File: config.mk
export PLATFORM = sky130hd
export DESIGN_NAME = spi_link_core
export DESIGN_NICKNAME = d
export VERILOG_FILES = /design/src/spi_link_pkg.sv /design/src/spi_pin_sync.sv /design/src/spi_baud_gen.sv /design/src/spi_link_core.sv
export SDC_FILE = /design/constraint.sdc
export NUM_CORES = 1
export LEC_CHECK = 0
export ABC_AREA = 1
export BUFFER_PORTS_ARGS = -buffer_cell sky130_fd_sc_hd__buf_2
export CORE_MARGIN = 2
export CORE_UTILIZATION = 59
export DETAILED_ROUTE_END_ITERATION = 10
export PLACE_DENSITY = 0.8
export SETUP_SLACK_MARGIN = 0.05
export SLEW_MARGIN = 40
export SYNTH_ARGS = -nofsm -noshare
export SYNTH_HDL_FRONTEND = slang
export SYNTH_SLANG_ARGS = --single-unit
File: constraint.sdc
create_clock -name i_sys_clk -period 1.9 [get_ports i_sys_clk]
set_input_delay 0.38 -clock i_sys_clk [delete_from_list [all_inputs] [get_ports i_sys_clk]]
set_output_delay 0.38 -clock i_sys_clk [all_outputs]
set_load 0.02 [all_outputs]
File: src/spi_link_pkg.sv
// Purpose: shared constants for the serial link block
// Assumes: 16-bit register port, word offsets
// Notes: register offsets chosen for this block
package spi_link_pkg;
   // register offsets
   localparam logic [3:0] OFF_LINK_CTL = 4'h0;
   localparam logic [3:0] OFF_CHAR_CTL = 4'h1;
   localparam logic [3:0] OFF_BAUD = 4'h2;
   localparam logic [3:0] OFF_TXDATA = 4'h3;
   localparam logic [3:0] OFF_RXDATA = 4'h4;
   localparam logic [3:0] OFF_STATUS = 4'h5;
   // field positions
   localparam int BIT_MASTER = 2;
   localparam int BIT_PHASE = 3;
   localparam int BIT_POLARITY = 6;
   localparam int BIT_BUSY = 0;
   localparam int BIT_DONE = 1;
   // reset values
   localparam logic [15:0] RST_LINK_CTL = 16'h0000;
   localparam logic [15:0] RST_CHAR_CTL = 16'h0000;
   localparam logic [6:0] RST_BAUD = 7'h03;
   // timing: baud divisor range, period = divisor + 1 system cycles
   localparam int BAUD_MIN = 3;
   localparam int BAUD_MAX = 127;
   // slave: external clock period at least eight system cycles
   localparam int SLAVE_MIN_PERIOD = 8;
   // word length
   localparam int WORD_BITS = 8;
endpackage

File: src/spi_pin_sync.sv
// Purpose: three-stage synchroniser for link pins
// Assumes: inputs asynchronous to i_sys_clk
// Notes: level changes once stages two and three agree
`timescale 1ns/10ps
module spi_pin_sync #(
   parameter int WIDTH = 3
) (
   // clock and reset
   input wire logic i_sys_clk,
   input wire logic i_sys_rst,
   // pins in, clean levels out
   input wire logic [WIDTH-1:0] i_pin,
   output logic [WIDTH-1:0] o_level
);
   logic [WIDTH-1:0] stage1; // first stage, read only by stage2
   logic [WIDTH-1:0] stage2;
   logic [WIDTH-1:0] stage3;
   // shift pins through three flops
   always_ff @(posedge i_sys_clk) begin
      if (i_sys_rst) begin
         stage1 <= '0;
         stage2 <= '0;
         stage3 <= '0;
         o_level <= '0;
      end else begin
         stage1 <= i_pin;
         stage2 <= stage1;
         stage3 <= stage2;
         // filter: accept only when two later stages agree
         for (int k = 0; k < WIDTH; k++) begin
            if (stage2[k] == stage3[k]) begin
               o_level[k] <= stage3[k];
            end
         end
      end
   end
endmodule

File: src/spi_baud_gen.sv
// Purpose: serial clock tick generator for master role
// Assumes: divisor in range 3..127, period divisor+1 cycles
// Notes: odd periods give phases one cycle apart in length
`timescale 1ns/10ps
module spi_baud_gen (
   // clock and reset
   input wire logic i_sys_clk,
   input wire logic i_sys_rst,
   // control
   input wire logic i_run,
   input wire logic [6:0] i_divisor,
   // ticks: first half end, second half end
   output logic o_half,
   output logic o_full
);
   logic [6:0] count; // position within period
   wire [7:0] period = {1'b0, i_divisor} + 8'h01;
   // idle-level phase ceil(p/2), so an odd period leaves the active phase one cycle short
   wire [6:0] half_at = period[7:1] + {6'h00, period[0]} - 7'h01; // RULE7
   wire [6:0] full_at = i_divisor;
   // period counter, restarts whenever idle
   always_ff @(posedge i_sys_clk) begin
      if (i_sys_rst || !i_run) begin
         count <= 7'h00;
         o_half <= 1'b0;
         o_full <= 1'b0;
      end else begin
         o_half <= (count == half_at);
         o_full <= (count == full_at); // RULE5
         count <= (count == full_at) ? 7'h00 : count + 7'h01;
      end
   end
endmodule

File: src/spi_link_core.sv
// Purpose: serial link master/slave with phase and polarity select
// Assumes: 16-bit register port, single 10 MHz system clock
// Notes: 8-bit words, msb first
//
// Contract
// RULE1 - control bit 2 set selects master
// RULE2 - control bit 3 selects clock phase
// RULE3 - char control bit 6 selects clock polarity
// RULE4 - strobe active across whole transfer
// RULE5 - master period is divisor plus one cycles
// RULE6 - external clock period at least eight cycles
// RULE7 - odd period splits phases unevenly
`timescale 1ns/10ps
module spi_link_core (
   // clock and reset
   input wire logic i_sys_clk,
   input wire logic i_sys_rst,
   // register port
   input wire logic [3:0] i_addr,
   input wire logic [15:0] i_wdata,
   input wire logic i_wr,
   input wire logic i_rd,
   output logic [15:0] o_rdata,
   // serial clock pin, two-way
   input wire logic i_serial_clock_pin,
   output logic o_serial_clock_pin,
   output logic o_serial_clock_pin_oe,
   // master out slave in, two-way
   input wire logic i_master_out_slave_in_pin,
   output logic o_master_out_slave_in_pin,
   output logic o_master_out_slave_in_pin_oe,
   // master in slave out, two-way
   input wire logic i_master_in_slave_out_pin,
   output logic o_master_in_slave_out_pin,
   output logic o_master_in_slave_out_pin_oe,
   // transfer enable strobe, active low, two-way
   input wire logic i_transfer_enable_strobe_n,
   output logic o_transfer_enable_strobe_n,
   output logic o_transfer_enable_strobe_n_oe
);
   typedef enum logic [1:0] {
      ST_IDLE = 2'b00,
      ST_LEAD = 2'b01,
      ST_SHIFT = 2'b10,
      ST_TRAIL = 2'b11
   } state_type;

   state_type state; // master sequencer
   logic [15:0] link_control_reg; // role and phase
   logic [15:0] char_control_reg; // polarity
   logic [6:0] baud_divider; // period minus one
   logic [7:0] tx_word; // word to send
   logic [7:0] rx_word; // last received word
   logic [7:0] shreg; // shift register
   logic [3:0] bit_cnt; // trailing edges remaining in word
   logic busy; // transfer in progress
   logic done; // sticky word complete
   logic clk_level; // internal clock, polarity applied at pin
   logic out_bit; // bit launched onto data out
   logic sample_bit; // last sampled bit, never read; shifts take din directly
   logic [2:0] s_prev; // previous synced pin levels

   // control fields
   wire is_master = link_control_reg[spi_link_pkg::BIT_MASTER]; // RULE1
   wire phase1 = link_control_reg[spi_link_pkg::BIT_PHASE]; // RULE2
   wire polarity = char_control_reg[spi_link_pkg::BIT_POLARITY]; // RULE3

   // register decode
   wire wr_link = i_wr && (i_addr == spi_link_pkg::OFF_LINK_CTL);
   wire wr_char = i_wr && (i_addr == spi_link_pkg::OFF_CHAR_CTL);
   wire wr_baud = i_wr && (i_addr == spi_link_pkg::OFF_BAUD);
   wire wr_tx = i_wr && (i_addr == spi_link_pkg::OFF_TXDATA);
   wire rd_rx = i_rd && (i_addr == spi_link_pkg::OFF_RXDATA);
   // clamp divisor so the period never drops under four cycles
   wire [6:0] baud_eff = (baud_divider < 7'(spi_link_pkg::BAUD_MIN)) ?
                         7'(spi_link_pkg::BAUD_MIN) : baud_divider; // RULE5

   // synchronised pins: clock, data in (slave), strobe
   logic [2:0] s_lvl;
   spi_pin_sync #(.WIDTH(3)) u_sync (
      .i_sys_clk(i_sys_clk),
      .i_sys_rst(i_sys_rst),
      // strobe enters inverted so the synchroniser's zero reset matches its idle level
      .i_pin({i_serial_clock_pin, i_master_out_slave_in_pin, !i_transfer_enable_strobe_n}),
      .o_level(s_lvl)
   );
   // master samples data in directly; period of 4+ cycles covers skew
   wire miso_in = i_master_in_slave_out_pin;

   // master tick generator
   logic tick_half;
   logic tick_full;
   spi_baud_gen u_baud (
      .i_sys_clk(i_sys_clk),
      .i_sys_rst(i_sys_rst),
      .i_run(is_master && (state == ST_SHIFT)),
      .i_divisor(baud_eff),
      .o_half(tick_half),
      .o_full(tick_full)
   );

   // slave edges seen after sync; valid only at period >= 8 cycles
   wire s_sclk = s_lvl[2] ^ polarity; // RULE3
   wire s_rise = s_sclk && !(s_prev[2] ^ polarity); // RULE6
   wire s_fall = !s_sclk && (s_prev[2] ^ polarity); // RULE6
   wire s_sel = s_lvl[0]; // RULE4
   wire s_sel_start = s_sel && !s_prev[0];
   // phase 0: sample on leading edge, launch on trailing
   // phase 1: launch on leading edge, sample on trailing
   wire lead_edge = is_master ? tick_half : s_rise;
   wire trail_edge = is_master ? tick_full : s_fall;
   wire sample_edge = phase1 ? trail_edge : lead_edge; // RULE2
   wire launch_edge = phase1 ? lead_edge : trail_edge; // RULE2
   wire din = is_master ? miso_in : s_lvl[1];
   wire active = is_master ? (state == ST_SHIFT) : (s_sel && busy);

   // registers
   always_ff @(posedge i_sys_clk) begin
      if (i_sys_rst) begin
         link_control_reg <= spi_link_pkg::RST_LINK_CTL;
         char_control_reg <= spi_link_pkg::RST_CHAR_CTL;
         baud_divider <= spi_link_pkg::RST_BAUD;
         tx_word <= 8'h00;
      end else begin
         // role change ignored mid transfer
         if (wr_link && !busy) begin
            link_control_reg <= i_wdata;
         end
         if (wr_char && !busy) begin
            char_control_reg <= i_wdata;
         end
         if (wr_baud && !busy) begin
            baud_divider <= i_wdata[6:0];
         end
         if (wr_tx) begin
            tx_word <= i_wdata[7:0];
         end
      end
   end

   // read data, one cycle after strobe; unmapped reads zero
   always_ff @(posedge i_sys_clk) begin
      if (i_sys_rst) begin
         o_rdata <= 16'h0000;
      end else if (i_rd) begin
         case (i_addr)
            spi_link_pkg::OFF_LINK_CTL: o_rdata <= link_control_reg;
            spi_link_pkg::OFF_CHAR_CTL: o_rdata <= char_control_reg;
            spi_link_pkg::OFF_BAUD: o_rdata <= {9'h000, baud_divider};
            spi_link_pkg::OFF_TXDATA: o_rdata <= {8'h00, tx_word};
            spi_link_pkg::OFF_RXDATA: o_rdata <= {8'h00, rx_word};
            spi_link_pkg::OFF_STATUS: o_rdata <= {14'h0000, done, busy};
            default: o_rdata <= 16'h0000;
         endcase
      end else begin
         o_rdata <= 16'h0000;
      end
   end

   // transfer engine, shared by both roles
   always_ff @(posedge i_sys_clk) begin
      if (i_sys_rst) begin
         state <= ST_IDLE;
         shreg <= 8'h00;
         rx_word <= 8'h00;
         bit_cnt <= 4'h0;
         busy <= 1'b0;
         done <= 1'b0;
         clk_level <= 1'b0;
         out_bit <= 1'b0;
         sample_bit <= 1'b0;
         s_prev <= 3'b000;
      end else begin
         s_prev <= s_lvl;
         // set wins over clear: done clear only without a new completion
         if (rd_rx) begin
            done <= 1'b0;
         end
         case (state)
            ST_IDLE: begin
               clk_level <= 1'b0;
               if (is_master && wr_tx) begin
                  // load word; phase 0 needs first bit before first edge
                  shreg <= i_wdata[7:0];
                  out_bit <= i_wdata[7];
                  bit_cnt <= 4'(spi_link_pkg::WORD_BITS);
                  busy <= 1'b1;
                  state <= ST_LEAD; // RULE4
               end else if (!is_master && s_sel_start) begin
                  shreg <= tx_word;
                  out_bit <= tx_word[7];
                  bit_cnt <= 4'(spi_link_pkg::WORD_BITS);
                  busy <= 1'b1;
               end
            end
            // strobe low at least four cycles before the first clock edge
            ST_LEAD: state <= ST_SHIFT; // RULE4
            ST_SHIFT: begin
               if (tick_half) begin
                  clk_level <= 1'b1;
               end
               if (tick_full) begin
                  clk_level <= 1'b0;
               end
               // last bit done: keep strobe for one more cycle
               if (bit_cnt == 4'h0) begin
                  state <= ST_TRAIL; // RULE4
               end
            end
            ST_TRAIL: begin
               busy <= 1'b0;
               state <= ST_IDLE;
            end
            default: state <= ST_IDLE;
         endcase
         if (active) begin
            if (sample_edge) begin
               sample_bit <= din;
               if (!phase1) begin
                  shreg <= {shreg[6:0], din};
               end
            end
            if (launch_edge) begin
               if (phase1) begin
                  // first leading edge launches msb
                  out_bit <= shreg[7];
               end else begin
                  out_bit <= shreg[7];
               end
            end
            // trailing edge ends a bit time in every mode
            if (trail_edge) begin
               bit_cnt <= bit_cnt - 4'h1;
               if (phase1) begin
                  shreg <= {shreg[6:0], din};
               end
               if (bit_cnt == 4'h1) begin
                  rx_word <= phase1 ? {shreg[6:0], din} : shreg;
                  done <= 1'b1;
                  if (!is_master) begin
                     busy <= 1'b0;
                  end
               end
            end
         end
         // slave aborts if strobe released early
         if (!is_master && busy && !s_sel) begin
            busy <= 1'b0;
         end
      end
   end

   // pin drivers, all registered
   always_ff @(posedge i_sys_clk) begin
      if (i_sys_rst) begin
         o_serial_clock_pin <= 1'b0;
         o_serial_clock_pin_oe <= 1'b0;
         o_master_out_slave_in_pin <= 1'b0;
         o_master_out_slave_in_pin_oe <= 1'b0;
         o_master_in_slave_out_pin <= 1'b0;
         o_master_in_slave_out_pin_oe <= 1'b0;
         o_transfer_enable_strobe_n <= 1'b1;
         o_transfer_enable_strobe_n_oe <= 1'b0;
      end else begin
         // master drives clock, data out, strobe; slave drives data in
         o_serial_clock_pin <= clk_level ^ polarity; // RULE3
         o_serial_clock_pin_oe <= is_master; // RULE1
         o_master_out_slave_in_pin <= out_bit;
         o_master_out_slave_in_pin_oe <= is_master;
         o_master_in_slave_out_pin <= out_bit;
         o_master_in_slave_out_pin_oe <= !is_master && s_sel;
         o_transfer_enable_strobe_n <= !(is_master && (state != ST_IDLE)); // RULE4
         o_transfer_enable_strobe_n_oe <= is_master;
      end
   end
endmodule

==> results.ini <==
[clock_tree]
clock_sinks=117
cts-buffers-inserted=17
worst_setup_hold_path_clk_slew_ns=0.06
tritoncts=built
clk_path_buf_depth=2
cts_htree_levels=4
clk-insertion-delay-late_ns=0.53
cts_root_buffer=sky130_fd_sc_hd__clkbuf_8

[finish]
multiInputGateArea_um2=2300
drive_gt1_share_pct=15.7
sequential_cell_area_um2=2340
layout.filler_cells=677
post_route_cell_area_um2=6180
antenna_cells=0
finalNetCount=811
mostFrequentLayoutCell=sky130_fd_sc_hd__nand2_1
area_growth_syn_to_layout_pct=19.4
mostFrequentLayoutCells=124 x sky130_fd_sc_hd__nand2_1, 116 x sky130_fd_sc_hd__dfxtp_1, 98 x sky130_fd_sc_hd__inv_1

[floorplanning]
floorplan.die_area_um2=9540
floorplan.initialDensity_pct=60.3
die_h_um=97.7
std_cell_rows=34
floorplan.die.width_um=97.7
floorplan.io_pins=52
core_um2=8590

[power]
power.share.clock_pct=52.3
power-per-cell-area_nw_per_um2=1000
power.share.switching_pct=24.4
power.sequential.fraction_pct=40.8
power.combinational.fraction_pct=6.9
p_sw_mw=1.51
power.ir.vdd_worst_v=0.000872
power.leakage_nw=2.57
internal_cell_power_mw=4.68

[critical_path]
reg2reg_slack_ns=0.26
crit_arrival_ns=2.05
crit_path_max_fanout=17
timing.critical_path.from_type=flip-flop
worst-setup-path-type=reg -> reg
cp_data_required_time_ns=2.31
critical_path.endpoint_type=flip-flop

[routing]
routed_via_density=5.60
wirelength_um=13500
dr_total_vias=5034
drt_iter0_markers=438
wl_met2_um=6610
first_pass_iters=8
detail_route.drc_violations=0
detail_route.wirelength.met1_um=5480
ant_nets=0
routed.top_layer=met4
routed_wire_length_per_instance_um=15.0
wl_met3_um=1100

[global_route]
overall_fraction_of_global_route_tracks_in_use_pct=29.7
grt_start_max_net_pins=31
grt_pass1_vias=4909
number_of_antenna_violations_at_the_first_check_in_global_routing=0
gr-total-overflow=0
grt_pass1_wl_um=22600

[logic_synthesis]
post_synth.cell_area_avg_um2=7.22
syn-cell-area_um2=5180
postSynthRegisterBits=117
syn_nets=750
synth.distinct_cells=33
ys_warn_count=0
synth-seq-area-share_pct=45.2
synthesis.instances=717

[timing]
timing_max_transition_violations_final=0
fmaxAchievable_mhz=609
setup_viol=0
setup-tns-final_ns=0
clock-skew-final_ns=0.00922
fin_crit_ns=1.64
max_slew.worst_pin.slew_ns=0.609
maxSlewHeadroom_pct=59.3
timing.final.crit_share_pct=86.4
final-hold-violation-count=0
rsz0062_at_grt=false

[place]
routability_congestion=0.893
post_dp_cell_area_um2=5570
place_hpwl_um=9330
place.port_buffers=51

[run_status]
run_status=finished clean

[flow_run]
maxCapViolCount=0

[worst_hold_path]
hold_class=in -> reg

Yosys cell counts:
cell type                  count  area [µm²]
sky130_fd_sc_hd__nand3_4       2        35.0
sky130_fd_sc_hd__ha_1          5        62.6
sky130_fd_sc_hd__nand2_4       1        11.3
sky130_fd_sc_hd__dfxtp_1     117        2340
sky130_fd_sc_hd__nand2_2       4        25.0
sky130_fd_sc_hd__nor2_1       95         357
sky130_fd_sc_hd__nand2_1     124         465
sky130_fd_sc_hd__clkbuf_1     18        67.6
sky130_fd_sc_hd__clkinv_1      1        3.75
sky130_fd_sc_hd__buf_2         4        20.0
sky130_fd_sc_hd__xor2_1        7        61.3
sky130_fd_sc_hd__nor3_1       11        55.1
sky130_fd_sc_hd__inv_1        98         368
sky130_fd_sc_hd__buf_1         1        3.75
sky130_fd_sc_hd__o21ai_4       1        16.3
sky130_fd_sc_hd__nand4_4       1        21.3
sky130_fd_sc_hd__nand3_2       4        40.0
sky130_fd_sc_hd__or2_2         1        6.26
sky130_fd_sc_hd__o21ai_0      72         360
sky130_fd_sc_hd__clkinv_4      1        8.76
sky130_fd_sc_hd__nand3_1      34         170
sky130_fd_sc_hd__nand4_1      13        81.3
sky130_fd_sc_hd__inv_2         2        7.51
sky130_fd_sc_hd__buf_6         2        22.5
sky130_fd_sc_hd__nor3b_1       1        7.51
sky130_fd_sc_hd__xnor2_1       3        26.3
sky130_fd_sc_hd__o21ai_1       1        5.00
sky130_fd_sc_hd__nor2_4        3        33.8
sky130_fd_sc_hd__a21oi_1      66         330
sky130_fd_sc_hd__o2111a_1      1        11.3
sky130_fd_sc_hd__buf_4         5        37.5
sky130_fd_sc_hd__o22ai_1      17         106
sky130_fd_sc_hd__a211oi_1      1        7.51
path summary, 6_finish.rpt:
| check | from | endpoint | cells past startpoint |
|---|---|---|---|
| min | i_master_out_slave_in_pin | u_sync.stage1[1] | 3 |
| min reg2reg | u_sync.stage1[2] | u_sync.stage2[2] | 2 |
| max reg2reg | link_control_reg[2] | rx_word[0] | 6 |
| max | link_control_reg[2] | rx_word[0] | 6 |
timing repair:
action                                  4_1_cts  5_1_grt
setup buffers                                 0        0
gates resized for setup                       0        1
hold buffers                                  0        1
endpoints found under the setup margin        0        7
endpoints found under the hold margin         0        1
layout make-up:
cell class | instances | area share [%]
timing repair buffer | 72 | 6.72
sequential | 117 | 37.9
clock inverter | 14 | 2.87
clock buffer | 18 | 6.92
multi-input combinational | 468 | 37.1
tap | 108 | 2.19
inverter | 102 | 6.27
logic make-up after synthesis:
kind of cell	count (synthesis)	synth area share, %
compound gates	159	16.2
flops	117	45.2
buf+inv	132	10.4
xor+xnor	10	1.69
simple gates	294	25.3
fa+ha+maj	5	1.21
through the flow:
step                      worst slack (ns)  util [%]  hold WS [ns]  std cells  power [mW]
after floorplan                      0.489         -         0.388        717        2.84
after global placement               0.203      64.8         0.389        866        2.97
after detailed placement             0.165      64.8         0.394        866        2.99
after CTS                            0.142      71.8       0.00552        898        6.19
after global routing                 0.121      72.0        0.0568        899        6.38
final                                0.258      72.0        0.0529        899        6.19
power by group through the flow:
stage	clock (mW)	sequential, mW	combinational (mW)
after floorplan	0	2.57	0.264
after global placement	0	2.58	0.394
after detailed placement	0	2.58	0.410
after CTS	3.25	2.53	0.416
after global routing	3.37	2.53	0.479
final	3.24	2.53	0.425
per-layer routing:
metal	GRT usage [%]	vias to the layer above
li1	-	2433
met1	36.1	2319
met5	0	-
met2	49.4	243
met3	8.20	39
met4	12.5	0
critical path, cell delays in order, from the launching register on:
cell                       delay (ns)
sky130_fd_sc_hd__dfxtp_2         0.39
sky130_fd_sc_hd__clkinv_4        0.13
sky130_fd_sc_hd__nand2_2         0.08
sky130_fd_sc_hd__o21ai_4         0.33
sky130_fd_sc_hd__nand3_4         0.24
sky130_fd_sc_hd__o21ai_0         0.26
sky130_fd_sc_hd__a21oi_1         0.07
(Power assumes the default switching activity.)
